`src/eipc_pkg.sv`:
```
// constants and carrier types shared by the external interrupt pin controller
package eipc_pkg;

   localparam int          EIPC_NUM_PINS    = 3;
   localparam int          EIPC_ADDR_W      = 16;
   localparam int          EIPC_SYNC_STAGES = 2;

   localparam logic [15:0] EIPC_OFS_A       = 16'h1017;
   localparam logic [15:0] EIPC_OFS_B       = 16'h1018;
   localparam logic [15:0] EIPC_OFS_C       = 16'h1019;

   localparam int          EIPC_FLAG_BIT    = 7;
   localparam int          EIPC_LEVEL_BIT   = 6;
   localparam int          EIPC_DIR_BIT     = 4;
   localparam int          EIPC_DOUT_BIT    = 3;
   localparam int          EIPC_POL_BIT     = 2;
   localparam int          EIPC_PRI_BIT     = 1;
   localparam int          EIPC_EN_BIT      = 0;

   localparam logic [7:0]  EIPC_CTRL_RESET  = 8'h00;

   // per-pin control bits
   typedef struct packed {
      logic edge_seen_flag;
      logic pin_direction;
      logic pin_drive_value;
      logic edge_select;
      logic level_select;
      logic line_enable;
   } eipc_ctl_s;

   localparam eipc_ctl_s EIPC_CTL_RESET = '0;

   // peripheral file access from the core
   typedef struct packed {
      logic [15:0] addr;
      logic        wr;
      logic        rd;
      logic [7:0]  wdata;
   } eipc_pf_req_s;

   // system-level controls that live outside this block
   typedef struct packed {
      logic nonmaskable_select;
      logic hard_watchdog;
      logic halt_mode;
      logic standby_mode;
      logic high_level_global_enable;
      logic low_level_global_enable;
   } eipc_sys_s;

   // synchroniser and edge history of one pin
   typedef struct packed {
      logic s1;
      logic s2;
      logic prev;
   } eipc_sync_s;

   // registered state of the controller, apart from the pin synchronisers
   typedef struct packed {
      eipc_ctl_s [2:0] ctl;
      logic [7:0]      rdata;
      logic            level_one_req;
      logic            level_two_req;
      logic            nmi_req;
      logic            wake_req;
      logic [1:0]      gp_out;
      logic [1:0]      gp_oe_n;
   } eipc_state_s;

endpackage : eipc_pkg

```
`src/eipc_pin_sync.sv`:
```
// two-stage pin synchroniser with edge detection on the synchronised level
module eipc_pin_sync
(
   input  wire logic sys_clk,
   input  wire logic rst,
   input  wire logic pin_i,
   output logic      level,
   output logic      rise,
   output logic      fall
);

   eipc_pkg::eipc_sync_s st_q;
   eipc_pkg::eipc_sync_s st_d;

   always_comb
   begin
      st_d      = st_q;
      st_d.s1   = pin_i;
      st_d.s2   = st_q.s1;
      st_d.prev = st_q.s2;
   end

   always_ff @(posedge sys_clk or posedge rst)
   begin
      if (rst)
      begin
         st_q <= '0;
      end
      else
      begin
         st_q <= st_d;
      end
   end

   assign level = st_q.s2;
   assign rise  = st_q.s2 & ~st_q.prev;
   assign fall  = ~st_q.s2 & st_q.prev;
endmodule : eipc_pin_sync

```
`src/eipc_ctrl.sv`:
```
// external interrupt pin controller: three pins, control registers, requests
//
// Overview of operation
// - edge_select 1 rising, 0 falling trigger
// - selected edge sets flag even when disabled
// - flag sticky, software clear only, resets 0
// - request held while flag set and enabled
// - forward needs line_enable and matching global enable
// - level_select 1 level two, 0 level one
// - nonmaskable first pin ignores enables and level
// - nonmaskable first pin never sets its flag
// - nonmaskable request on every selected first pin edge
// - low power with hard watchdog forces nonmaskable
// - pin_level reads synchronised pin, resets 0
// - reserved bits read 0
// - pin_direction 1 output, 0 input pin
// - output pin driven from pin_drive_value
// - first pin is input only
// - pins wake from halt or standby; halt uses level
// - reset clears every defined control bit
// - three byte registers at consecutive addresses
// - pin passes two synchroniser flops first
module eipc_ctrl
(
   input  wire logic                  sys_clk,
   input  wire logic                  rst,
   input  wire eipc_pkg::eipc_pf_req_s pf_req,
   output logic [7:0]                 pf_rdata,
   input  wire eipc_pkg::eipc_sys_s   sys_ctl,
   input  wire logic                  ext_irq_a_pin,
   input  wire logic                  ext_irq_b_pin_i,
   output logic                       ext_irq_b_pin_o,
   output logic                       ext_irq_b_pin_oe_n,
   input  wire logic                  ext_irq_c_pin_i,
   output logic                       ext_irq_c_pin_o,
   output logic                       ext_irq_c_pin_oe_n,
   output logic                       level_one_req,
   output logic                       level_two_req,
   output logic                       nmi_req,
   output logic                       wake_req
);

   eipc_pkg::eipc_state_s st_q;
   eipc_pkg::eipc_state_s st_d;

   logic [2:0] pin_lvl;
   logic [2:0] pin_rise;
   logic [2:0] pin_fall;
   logic [2:0] pin_raw;
   logic [2:0] ev;
   logic       low_power;
   logic       nmi_mode;

   assign pin_raw = {ext_irq_c_pin_i, ext_irq_b_pin_i, ext_irq_a_pin};

   for (genvar g = 0; g < eipc_pkg::EIPC_NUM_PINS; g++)
   begin : g_pin
      eipc_pin_sync u_sync
      (
         .sys_clk (sys_clk),
         .rst     (rst),
         .pin_i   (pin_raw[g]),
         .level   (pin_lvl[g]),
         .rise    (pin_rise[g]),
         .fall    (pin_fall[g])
      );
   end

   // byte address of each pin's control register
   function automatic logic [15:0] reg_ofs(input int idx);
      case (idx)
         0:       reg_ofs = eipc_pkg::EIPC_OFS_A;
         1:       reg_ofs = eipc_pkg::EIPC_OFS_B;
         default: reg_ofs = eipc_pkg::EIPC_OFS_C;
      endcase
   endfunction : reg_ofs

   // read image of one control register
   function automatic logic [7:0] read_ctl(input eipc_pkg::eipc_ctl_s c,
                                           input logic lvl,
                                           input logic has_gpio);
      logic [7:0] v;
      v                            = eipc_pkg::EIPC_CTRL_RESET;
      v[eipc_pkg::EIPC_FLAG_BIT]   = c.edge_seen_flag;
      v[eipc_pkg::EIPC_LEVEL_BIT]  = lvl;
      v[eipc_pkg::EIPC_DIR_BIT]    = has_gpio & c.pin_direction;
      v[eipc_pkg::EIPC_DOUT_BIT]   = has_gpio & c.pin_drive_value;
      v[eipc_pkg::EIPC_POL_BIT]    = c.edge_select;
      v[eipc_pkg::EIPC_PRI_BIT]    = c.level_select;
      v[eipc_pkg::EIPC_EN_BIT]     = c.line_enable;
      read_ctl = v;
   endfunction : read_ctl

   // trigger seen on the selected edge
   function automatic logic edge_hit(input logic pol,
                                     input logic r,
                                     input logic f);
      edge_hit = pol ? r : f;
   endfunction : edge_hit

   assign low_power = sys_ctl.halt_mode | sys_ctl.standby_mode;
   // hard watchdog in low power overrides every mask on the first pin
   assign nmi_mode  = sys_ctl.nonmaskable_select
                    | (low_power & sys_ctl.hard_watchdog);

   always_comb
   begin
      for (int i = 0; i < eipc_pkg::EIPC_NUM_PINS; i++)
      begin
         ev[i] = edge_hit(st_q.ctl[i].edge_select, pin_rise[i], pin_fall[i]);
      end
   end

   always_comb
   begin
      logic gate;
      logic req;
      logic wk;
      gate          = 1'b0;
      req           = 1'b0;
      wk            = 1'b0;
      st_d          = st_q;
      st_d.nmi_req  = nmi_mode & ev[0];
      st_d.level_one_req = 1'b0;
      st_d.level_two_req = 1'b0;
      st_d.wake_req = low_power & nmi_mode & ev[0];
      for (int i = 0; i < eipc_pkg::EIPC_NUM_PINS; i++)
      begin
         if (pf_req.wr && (pf_req.addr == reg_ofs(i)))
         begin
            st_d.ctl[i].edge_select  = pf_req.wdata[eipc_pkg::EIPC_POL_BIT];
            st_d.ctl[i].level_select = pf_req.wdata[eipc_pkg::EIPC_PRI_BIT];
            st_d.ctl[i].line_enable  = pf_req.wdata[eipc_pkg::EIPC_EN_BIT];
            if (i != 0)
            begin
               st_d.ctl[i].pin_direction   = pf_req.wdata[eipc_pkg::EIPC_DIR_BIT];
               st_d.ctl[i].pin_drive_value = pf_req.wdata[eipc_pkg::EIPC_DOUT_BIT];
            end
            if (!pf_req.wdata[eipc_pkg::EIPC_FLAG_BIT])
            begin
               st_d.ctl[i].edge_seen_flag = 1'b0;
            end
         end
         // set after clear so a coinciding edge is kept
         if (ev[i] && !((i == 0) && nmi_mode))
         begin
            st_d.ctl[i].edge_seen_flag = 1'b1;
         end
         gate = st_q.ctl[i].level_select ? sys_ctl.low_level_global_enable
                                         : sys_ctl.high_level_global_enable;
         req  = st_q.ctl[i].edge_seen_flag & st_q.ctl[i].line_enable & gate
              & !((i == 0) && nmi_mode);
         if (req && !st_q.ctl[i].level_select)
         begin
            st_d.level_one_req = 1'b1;
         end
         if (req && st_q.ctl[i].level_select)
         begin
            st_d.level_two_req = 1'b1;
         end
         // halt wakes on the active level, standby on the latched flag
         wk = sys_ctl.halt_mode
            ? (pin_lvl[i] == st_q.ctl[i].edge_select)
            : st_q.ctl[i].edge_seen_flag;
         if (low_power && wk && st_q.ctl[i].line_enable && gate
             && !((i == 0) && nmi_mode))
         begin
            st_d.wake_req = 1'b1;
         end
      end
      st_d.ctl[0].pin_direction   = 1'b0;
      st_d.ctl[0].pin_drive_value = 1'b0;
      if (pf_req.rd)
      begin
         st_d.rdata = eipc_pkg::EIPC_CTRL_RESET;
         for (int i = 0; i < eipc_pkg::EIPC_NUM_PINS; i++)
         begin
            if (pf_req.addr == reg_ofs(i))
            begin
               st_d.rdata = read_ctl(st_q.ctl[i], pin_lvl[i], i != 0);
            end
         end
      end
      // outputs follow the next register value so they come straight from flops
      st_d.gp_out[0]  = st_d.ctl[1].pin_drive_value;
      st_d.gp_out[1]  = st_d.ctl[2].pin_drive_value;
      st_d.gp_oe_n[0] = ~st_d.ctl[1].pin_direction;
      st_d.gp_oe_n[1] = ~st_d.ctl[2].pin_direction;
   end

   always_ff @(posedge sys_clk or posedge rst)
   begin
      if (rst)
      begin
         st_q         <= '0;
         st_q.ctl     <= {3{eipc_pkg::EIPC_CTL_RESET}};
         st_q.gp_oe_n <= 2'h3;
      end
      else
      begin
         st_q <= st_d;
      end
   end

   assign pf_rdata           = st_q.rdata;
   assign level_one_req      = st_q.level_one_req;
   assign level_two_req      = st_q.level_two_req;
   assign nmi_req            = st_q.nmi_req;
   assign wake_req           = st_q.wake_req;
   assign ext_irq_b_pin_o    = st_q.gp_out[0];
   assign ext_irq_b_pin_oe_n = st_q.gp_oe_n[0];
   assign ext_irq_c_pin_o    = st_q.gp_out[1];
   assign ext_irq_c_pin_oe_n = st_q.gp_oe_n[1];

   // checks
   logic wr_b;
   logic clr_b;
   assign wr_b  = pf_req.wr && (pf_req.addr == eipc_pkg::EIPC_OFS_B);
   assign clr_b = wr_b && !pf_req.wdata[eipc_pkg::EIPC_FLAG_BIT];
endmodule : eipc_ctrl

```
`config.mk`:
```
export PLATFORM = sky130hd
export DESIGN_NAME = eipc_ctrl
export DESIGN_NICKNAME = d
export VERILOG_FILES = /design/src/eipc_pkg.sv /design/src/eipc_pin_sync.sv /design/src/eipc_ctrl.sv
export SDC_FILE = /design/constraint.sdc
export NUM_CORES = 1
export LEC_CHECK = 0
export ABC_AREA = 1
export BUFFER_PORTS_ARGS = -buffer_cell sky130_fd_sc_hd__buf_2
export CAP_MARGIN = 10
export CORE_MARGIN = 1.5
export CORE_UTILIZATION = 52
export DETAILED_ROUTE_END_ITERATION = 7
export HOLD_SLACK_MARGIN = 0.06
export PLACE_DENSITY = 0.79
export SLEW_MARGIN = 20
export SYNTH_ARGS = -nofsm -noshare
export SYNTH_HDL_FRONTEND = slang
export SYNTH_SLANG_ARGS = --single-unit
export TNS_END_PERCENT = 30
```
`constraint.sdc`:
```
create_clock -name sys_clk -period 1.45 [get_ports sys_clk]
set_input_delay 0.145 -clock sys_clk [delete_from_list [all_inputs] [get_ports sys_clk]]
set_output_delay 0.145 -clock sys_clk [all_outputs]
set_load 0.02 [all_outputs]
```
; ---- After elaboration in Yosys (flattened, before gate mapping)
; Cells that the tools add are included.
[op_classes]
bitwise = 27
n_reduce_logical = 30
n_eq_ne = 12
n_mux = 31
[op_table]
columns = cell, n
row1 = $eq 16x13->1 const B, 3
row2 = $eq 16x16->1, 3
row3 = $mux 16, 3
row4 = $mux 8, 3
row5 = $mux 1, 23
row6 = $logic_and 1x1->1, 20
row7 = $and 1x1->1, 17
row8 = $mux 6, 2
row9 = $not 1->1, 8
row10 = $ne 2x1->1 const B, 3
row11 = $reduce_and 2->1, 3
row12 = $reduce_bool 2->1, 3
row13 = $logic_not 1->1, 4
row14 = $eq 1x1->1, 3
row15 = $or 1x1->1, 2
[word_totals]
ff_bits = 41

; ---- Logic depth before layout (Yosys ltp)
; Gate-level depths: netlist (run 1).
[logic_depth]
depth_word = 9
mapped_depth = 10
ltp_nobuf = 9

; ---- Modules after synthesis
; A second synthesis (run 1) with hierarchy kept.
[unflattened]
hier_cells = 260
area_unflattened_um2 = 2078.2
[modules_own_cells]
columns = mod, cells_per_inst, n_inst, seq_area_each_um2, area_each_um2
row1 = eipc_ctrl, 236, 1, 728.2, 1796.7
row2 = eipc_pin_sync, 8, 3, 75.1, 93.8

; ---- Worst setup path before layout (run 1)
; No wires, ideal clock.
[synth_path]
path_kind = in2reg
from = input pf_req[17] in the netlist's numbering
to = register st_q[18] in the netlist's numbering
path_slack_ps = 364
stages = 7
t_arrival_ps = 967
path_cell_list = nor2_1 nand2_2 nor2_2 nand2_4 nor2_4 nand2_1 o21a_1
[synth_via]
elab_chain_len = 2
[synth_lines]
columns = item, line
row1 = start: declaration, eipc_ctrl.sv:27  ; input wire eipc_pkg::eipc_pf_req_s pf_req,
row2 = $eq 16x13->1, eipc_ctrl.sv:129  ; if (pf_req.wr && (pf_req.addr == reg_ofs(i)))
row3 = $logic_and 1x1->1, eipc_ctrl.sv:129
row4 = end signal: assignment, eipc_ctrl.sv:201  ; st_q <= st_d;
row5 = end: declaration, eipc_ctrl.sv:43  ; eipc_pkg::eipc_state_s st_q;
; Every way passes these cells.
; A chain may end at the register's enable or synchronous reset.

==> results of run 1 <==
-- worst min-delay path: stages --
cell	delay [ps]
buf_2	90
nand2_1	40
o21ai_0	60
-- power groups by stage --
stage	sequential, W	clock [W]	combinational [W]
detailed placement	0.00111	0	0.000146
CTS	0.00108	0.000799	0.000156
finish	0.00109	0.000769	0.000154
floorplan	0.00111	0	0.0000760
global route	0.00109	0.000852	0.000177
global placement	0.00111	0	0.000142
-- flip-flops by register name, indices dropped and copies added, names as in the netlist --
signal              cells
ext_irq_c_pin_oe_n      1
level_one_req           1
g_pin.u_sync.level      3
wake_req                1
ext_irq_b_pin_o         1
g_pin.u_sync.st_q       3
pf_rdata                7
level_two_req           1
st_q                   15
ext_irq_b_pin_oe_n      1
nmi_req                 1
g_pin.u_sync.st_d       3
-- routing by layer --
metal | routed length (um) | up-vias
met2 | 1650 | 40
li1 | - | 863
met5 | 0 | -
met4 | 65 | 0
met1 | 1640 | 703
met3 | 187 | 8
-- through the flow --
stage                     hold slack [ps]  power [W]  cells
after CTS                            67.8    0.00204    347
final                                71.9    0.00201    347
after floorplan                       176    0.00118    244
after global routing                 83.4    0.00212    347
after global placement                252    0.00125    334
after detailed placement              254    0.00125    334
-- kinds of logic after synthesis --
family	Yosys count	synth area share (%)
flops	38	48.6
simple gates	134	31.3
compound gates	25	7.28
other cells	1	0.191
buf+inv	46	12.6
-- final cells by class --
cell class | count | area, sq um
Clock buffer | 6 | 82.6
Clock inverter | 2 | 16.3
Fill cell | 329 | 1300
Inverter | 34 | 128
Multi-Input combinational cell | 160 | 761
Sequential cell | 38 | 953
Tap cell | 48 | 60.1
Timing Repair Buffer | 59 | 333
-- how the worst max path moves through the flow --
stage | from | endpoint | slack (ps)
2_1_floorplan | pf_req[17] | st_q[18]$_DFFE_PP0P_ | 360
3_3_place_gp | pf_req[21] | st_q[32]$_DFF_PP0_ | 120
3_5_place_dp | pf_req[19] | st_q[32]$_DFF_PP0_ | 100
4_1_cts | st_q[23]$_DFFE_PP0P_ | wake_req$_DFF_PP0_ | 200
5_1_grt | st_q[29]$_DFFE_PP0P_ | wake_req$_DFF_PP0_ | 60
6_report | st_q[23]$_DFFE_PP0P_ | wake_req$_DFF_PP0_ | 190
-- placed cells by master (no fill, tap or decap), types with 2 or more instances in the layout --
cell           instances
o21ai_2                2
dfrtp_1               36
o21a_1                 2
nand3_1               29
o21ai_0                8
dlygate4sd3_1          5
nand2_1               72
buf_2                 49
nand3_2                2
dfstp_2                2
nand2_2                3
clkbuf_8               6
buf_4                  5
nor2_4                 5
nand4_1                2
inv_1                 33
nor2_1                18
o21ai_1               10
nor2_2                 2
==> results_dict.tcl, run 1 <==
set metrics [dict create \
    hold_path.class "in -> reg" \
    synth_commonest_cells "nand2_1 (72), dfrtp_1 (36), inv_1 (33)" \
    vias 1614 \
    grt_use_total_pct 20.2 \
    fmax_mhz 794 \
    dp.final_hpwl_um 2670 \
    grt_most_used_layer "met2" \
    grt_pass1_vias 1444 \
    yosys_warnings 0 \
    grt_max_degree 39 \
    cts_setup_buffers 0 \
    grt_overflow 0 \
    path_class "reg -> reg" \
    run_status "finished, final reports clean" \
    path_delay_family "simple AND/OR/NAND/NOR gates" \
    place_congestion 0.907 \
    firstDrtPassIters 4 \
    rows 22 \
    grt_pass1_wl_um 6320 \
    htree_levels 2 \
    place_area_sq_mm 0.00218 \
    syn_nets 281 \
    path_clk_slew_ps 80 \
    die_x_um 64.4 \
    cts_hold_buffers 5 \
    arrival_ps 1500 \
    pin_count 53 \
    cts_tree "yes" \
    p_leak_nw 1.29 \
    use_met1_pct 25.4 \
    drt-wirelength-per-cell_um 10.2 \
    synth_cells 244 \
    fin_crit_ps 1260 \
    grt_use_met3_pct 6.34 \
    dp_slack_ps 98.1 \
    worst-path-stages 7 \
    antenna_found_initial 0 \
    synth_area_sq_mm 0.00196 \
    p_int_w 0.00153 \
    tns_ps 0 \
    rsz0062_at_grt "false" \
    coreArea_sq_mm 0.00363 \
    cp_slowest_cell "dfrtp_1" \
    cp.required_ps 1690 \
    finalSetupViolations 0 \
    powerDensity_mw_per_mm2 861 \
    final_layout_size_suffix_gt1_share_pct 26.8 \
    synth_ff_type "dfrtp_1" \
    die_area_sq_mm 0.00415 \
    r2r_slack_ps 190 \
    synth_top_area_cell "dfrtp_1" \
    clockRootBuffer "clkbuf_8" \
    ys_seq_area_share_pct 48.6 \
    cpMostUsedCell "nand2_1" \
    finalCritPeriodShare_pct 86.9 \
    yosysMostFrequentCell "nand2_1" \
    wirelength_um 3540 \
    async_flop_share_pct 100 \
    clkLatencyLatePin_ps 300 \
    utilization_pct 64.2 \
    worst_r2r_endpoint "wake_req$_DFF_PP0_" \
    clockBufferDepth 2 \
    num_antenna_cells 0 \
    drtIter0Drc 76 \
    cts_made_buffers 5 \
    hold_violations 0 \
    endpoint_kind "flop" \
    cts_resized 0 \
    ys_seq_elements 38 \
    fin_area_sq_mm 0.00233 \
    skew_ps 7.88 \
    drc 0 \
    start_util_pct 54.0 \
    min_to "st_q[17]$_DFFE_PP0P_" \
    r2r-start "st_q[23]$_DFFE_PP0P_" \
    final_nets 335 \
    slowest_delay_ps 440 \
    worstHoldStart "pf_req[1]" \
    seqPwrFrac_pct 54.0 \
    vias_per_cell 4.65 \
    post_synth_num_cell_types 24 \
    syn2layout_area_growth_pct 19.0 \
    cp-start-kind "flop" \
    synth_top_cell_area_share_pct 45.9 \
    power.net_switching_w 0.000478 \
    reg2reg_depth 7 \
    ir_drop_v 0.000595 \
    avgSynthCellArea_sq_um 8.04 \
    min_path_cells 3 \
    cts.sinks 38 \
    synth_edf_count 0 \
    grtUsageMet2_pct 31.6 \
    antenna_left 0 \
    clkPwrFrac_pct 38.3 \
    path_max_fanout 6 \
    slew_viol_final 0 \
    ys_top_cells_by_area "dfrtp_1 (46%), nand2_1 (14%), nand3_1 (7.4%)" \
    maxCapViolations 0 \
    setup_ws_ps 190 \
    switching_share_pct 23.8 \
    combPwrFrac_pct 7.6 \
    die_y_um 64.4 \
    portBuffers 49 \
    cp_cell_sequence "o21ai_0 -> nand2_1 -> nand2_1 -> nand2_1 -> nand3_1 -> nand2_1 -> nand2_1" \
    crit_buf_inv 0 \
]
Note: power is estimated with default switching activity, not from simulation.
==> run 2, diff against run 1 <==
--- a/config.mk
+++ b/config.mk
@@ -8,6 +8,7 @@
 export ABC_AREA = 1
 export BUFFER_PORTS_ARGS = -buffer_cell sky130_fd_sc_hd__buf_2
 export CAP_MARGIN = 10
+export CORE_ASPECT_RATIO = 0.6
 export CORE_MARGIN = 1.5
 export CORE_UTILIZATION = 52
 export DETAILED_ROUTE_END_ITERATION = 7
==> results_dict.tcl, run 2 (synthesis results as in run 1) <==
set metrics [dict create \
    vias 1665 \
    mostFrequentLayoutCells "nand2_1 (72), buf_2 (49), dfrtp_1 (36), inv_1 (33), nand3_1 (29)" \
    path_delay_family "compound AO/OA/AOI/OAI gates" \
    final_common_cell "nand2_1" \
    switching_share_pct 20.7 \
    hold_violations 0 \
    powerDensity_mw_per_mm2 994 \
    tns_ps 0 \
    p_leak_nw 1.31 \
    syn2layout_area_growth_pct 21.2 \
    endpoint_kind "flop" \
    place_congestion 0.863 \
    min_to "st_q[33]$_DFFE_PP0P_" \
    arrival_ps 1530 \
    final_nets 335 \
    finalCritPeriodShare_pct 88.9 \
    slew_viol_final 0 \
    htree_levels 2 \
    largest_register_ffs 15 \
    cts_hold_buffers 5 \
    r2r_slack_ps 160 \
    cts_resized 0 \
    vias_per_cell 4.81 \
    hold_path.class "in -> reg" \
    rsz0062_at_grt "false" \
    reg2reg_depth 5 \
    die_area_sq_mm 0.00416 \
    ir_drop_v 0.000617 \
    die_x_um 82.3 \
    path_max_fanout 6 \
    worstHoldStart "pf_req[7]" \
    worst_r2r_endpoint "wake_req$_DFF_PP0_" \
    seqPwrFrac_pct 45.9 \
    wirelength_um 3990 \
    firstDrtPassIters 4 \
    run_status "finished, final reports clean" \
    path_clk_slew_ps 80 \
    grt_use_total_pct 22.6 \
    die_y_um 50.6 \
    crit_buf_inv 0 \
    drc 0 \
    drt-wirelength-per-cell_um 11.5 \
    fillers 316 \
    fin_crit_ps 1290 \
    antenna_found_initial 0 \
    fmax_mhz 776 \
    clockRootBuffer "clkbuf_8" \
    rows 17 \
    grt_pass1_wl_um 6800 \
    grt_pass1_vias 1537 \
    seqCellArea_sq_um 953 \
    coreArea_sq_mm 0.00364 \
    dp_slack_ps 89.1 \
    antenna_left 0 \
    r2r-start "st_q[29]$_DFFE_PP0P_" \
    cts.sinks 38 \
    combPwrFrac_pct 6.6 \
    clockBufferDepth 2 \
    cp_cell_sequence "o21ai_0 -> nand2_1 -> o22ai_1 -> nand2_1 -> nand2_1" \
    start_util_pct 53.9 \
    cts_tree "yes" \
    final_layout_size_suffix_gt1_share_pct 26.8 \
    portBuffers 49 \
    cpMostUsedCell "nand2_1" \
    cp-start-kind "flop" \
    finalSetupViolations 0 \
    pin_count 53 \
    cts_made_buffers 5 \
    min_path_cells 3 \
    drtIter0Drc 116 \
    cp.required_ps 1690 \
    dp.final_hpwl_um 2930 \
    power.net_switching_w 0.000488 \
    cp_slowest_cell "dfrtp_1" \
    grt_max_degree 39 \
    cts_setup_buffers 0 \
    maxCapViolations 0 \
    multi_input_area_sq_um 761 \
    grt_overflow 0 \
    slowest_delay_ps 440 \
    path_class "reg -> reg" \
    regMostFlops "st_q" \
    skew_ps 4.93 \
    clkPwrFrac_pct 47.4 \
    clkLatencyLatePin_ps 300 \
    setup_ws_ps 161 \
    p_int_w 0.00187 \
    num_antenna_cells 0 \
]
## run 2: metrics by stage
stage | total power (W) | hold WS, ps | utilization, % | cell area [sq um] | instances
after floorplan | 0.00118 | 176 | - | 1960 | 244
after global placement | 0.00125 | 254 | 60.0 | 2180 | 333
after detailed placement | 0.00125 | 254 | 60.0 | 2180 | 333
after CTS | 0.00238 | 71.1 | 65.3 | 2380 | 346
after global routing | 0.00245 | 90.0 | 65.3 | 2380 | 346
final | 0.00236 | 76.9 | 65.3 | 2380 | 346
## run 2: final cells by class
| class | count | area share, % |
|---|---|---|
| flip-flops and latches | 38 | 40.1 |
| inverters | 34 | 5.37 |
| clock inverters | 2 | 2.53 |
| repair buffers | 59 | 14.0 |
| multi-input cells | 160 | 32.0 |
| well taps | 47 | 2.47 |
| clock buffers | 6 | 3.48 |
## run 2: worst max-delay path by stage
stage | startpoint | end | cells past startpoint
4_1_cts | st_q[29]$_DFFE_PP0P_ | wake_req$_DFF_PP0_ | 7
3_3_place_gp | pf_req[21] | st_q[32]$_DFF_PP0_ | 7
5_1_grt | st_q[23]$_DFFE_PP0P_ | wake_req$_DFF_PP0_ | 7
6_report | st_q[29]$_DFFE_PP0P_ | wake_req$_DFF_PP0_ | 5
2_1_floorplan | pf_req[17] | st_q[18]$_DFFE_PP0P_ | 7
3_5_place_dp | pf_req[21] | st_q[32]$_DFF_PP0_ | 7
## run 2: power by group through the flow
stage               logic [W]  registers (W)  clock network, W
CTS                  0.000158        0.00108           0.00114
finish               0.000157        0.00108           0.00112
global placement     0.000145        0.00110                 0
global route         0.000180        0.00109           0.00118
floorplan           0.0000760        0.00111                 0
detailed placement   0.000148        0.00111                 0
## run 2: routing by layer
| layer | share of wire [%] | routed length, um | GRT usage, % |
|---|---|---|---|
| met5 | 0 | 0 | 0 |
| met4 | 1.5 | 61 | 9.32 |
| met3 | 7.8 | 312 | 6.55 |
| met2 | 41 | 1620 | 33.2 |
| met1 | 50 | 1990 | 31.0 |
## run 2: worst register-to-register path: cells and delay by family (launching register included)
family | cells | cell delay, ps
AO/OA/AOI/OAI | 2 | 550
flip-flops | 1 | 440
AND/OR/NAND/NOR | 3 | 240
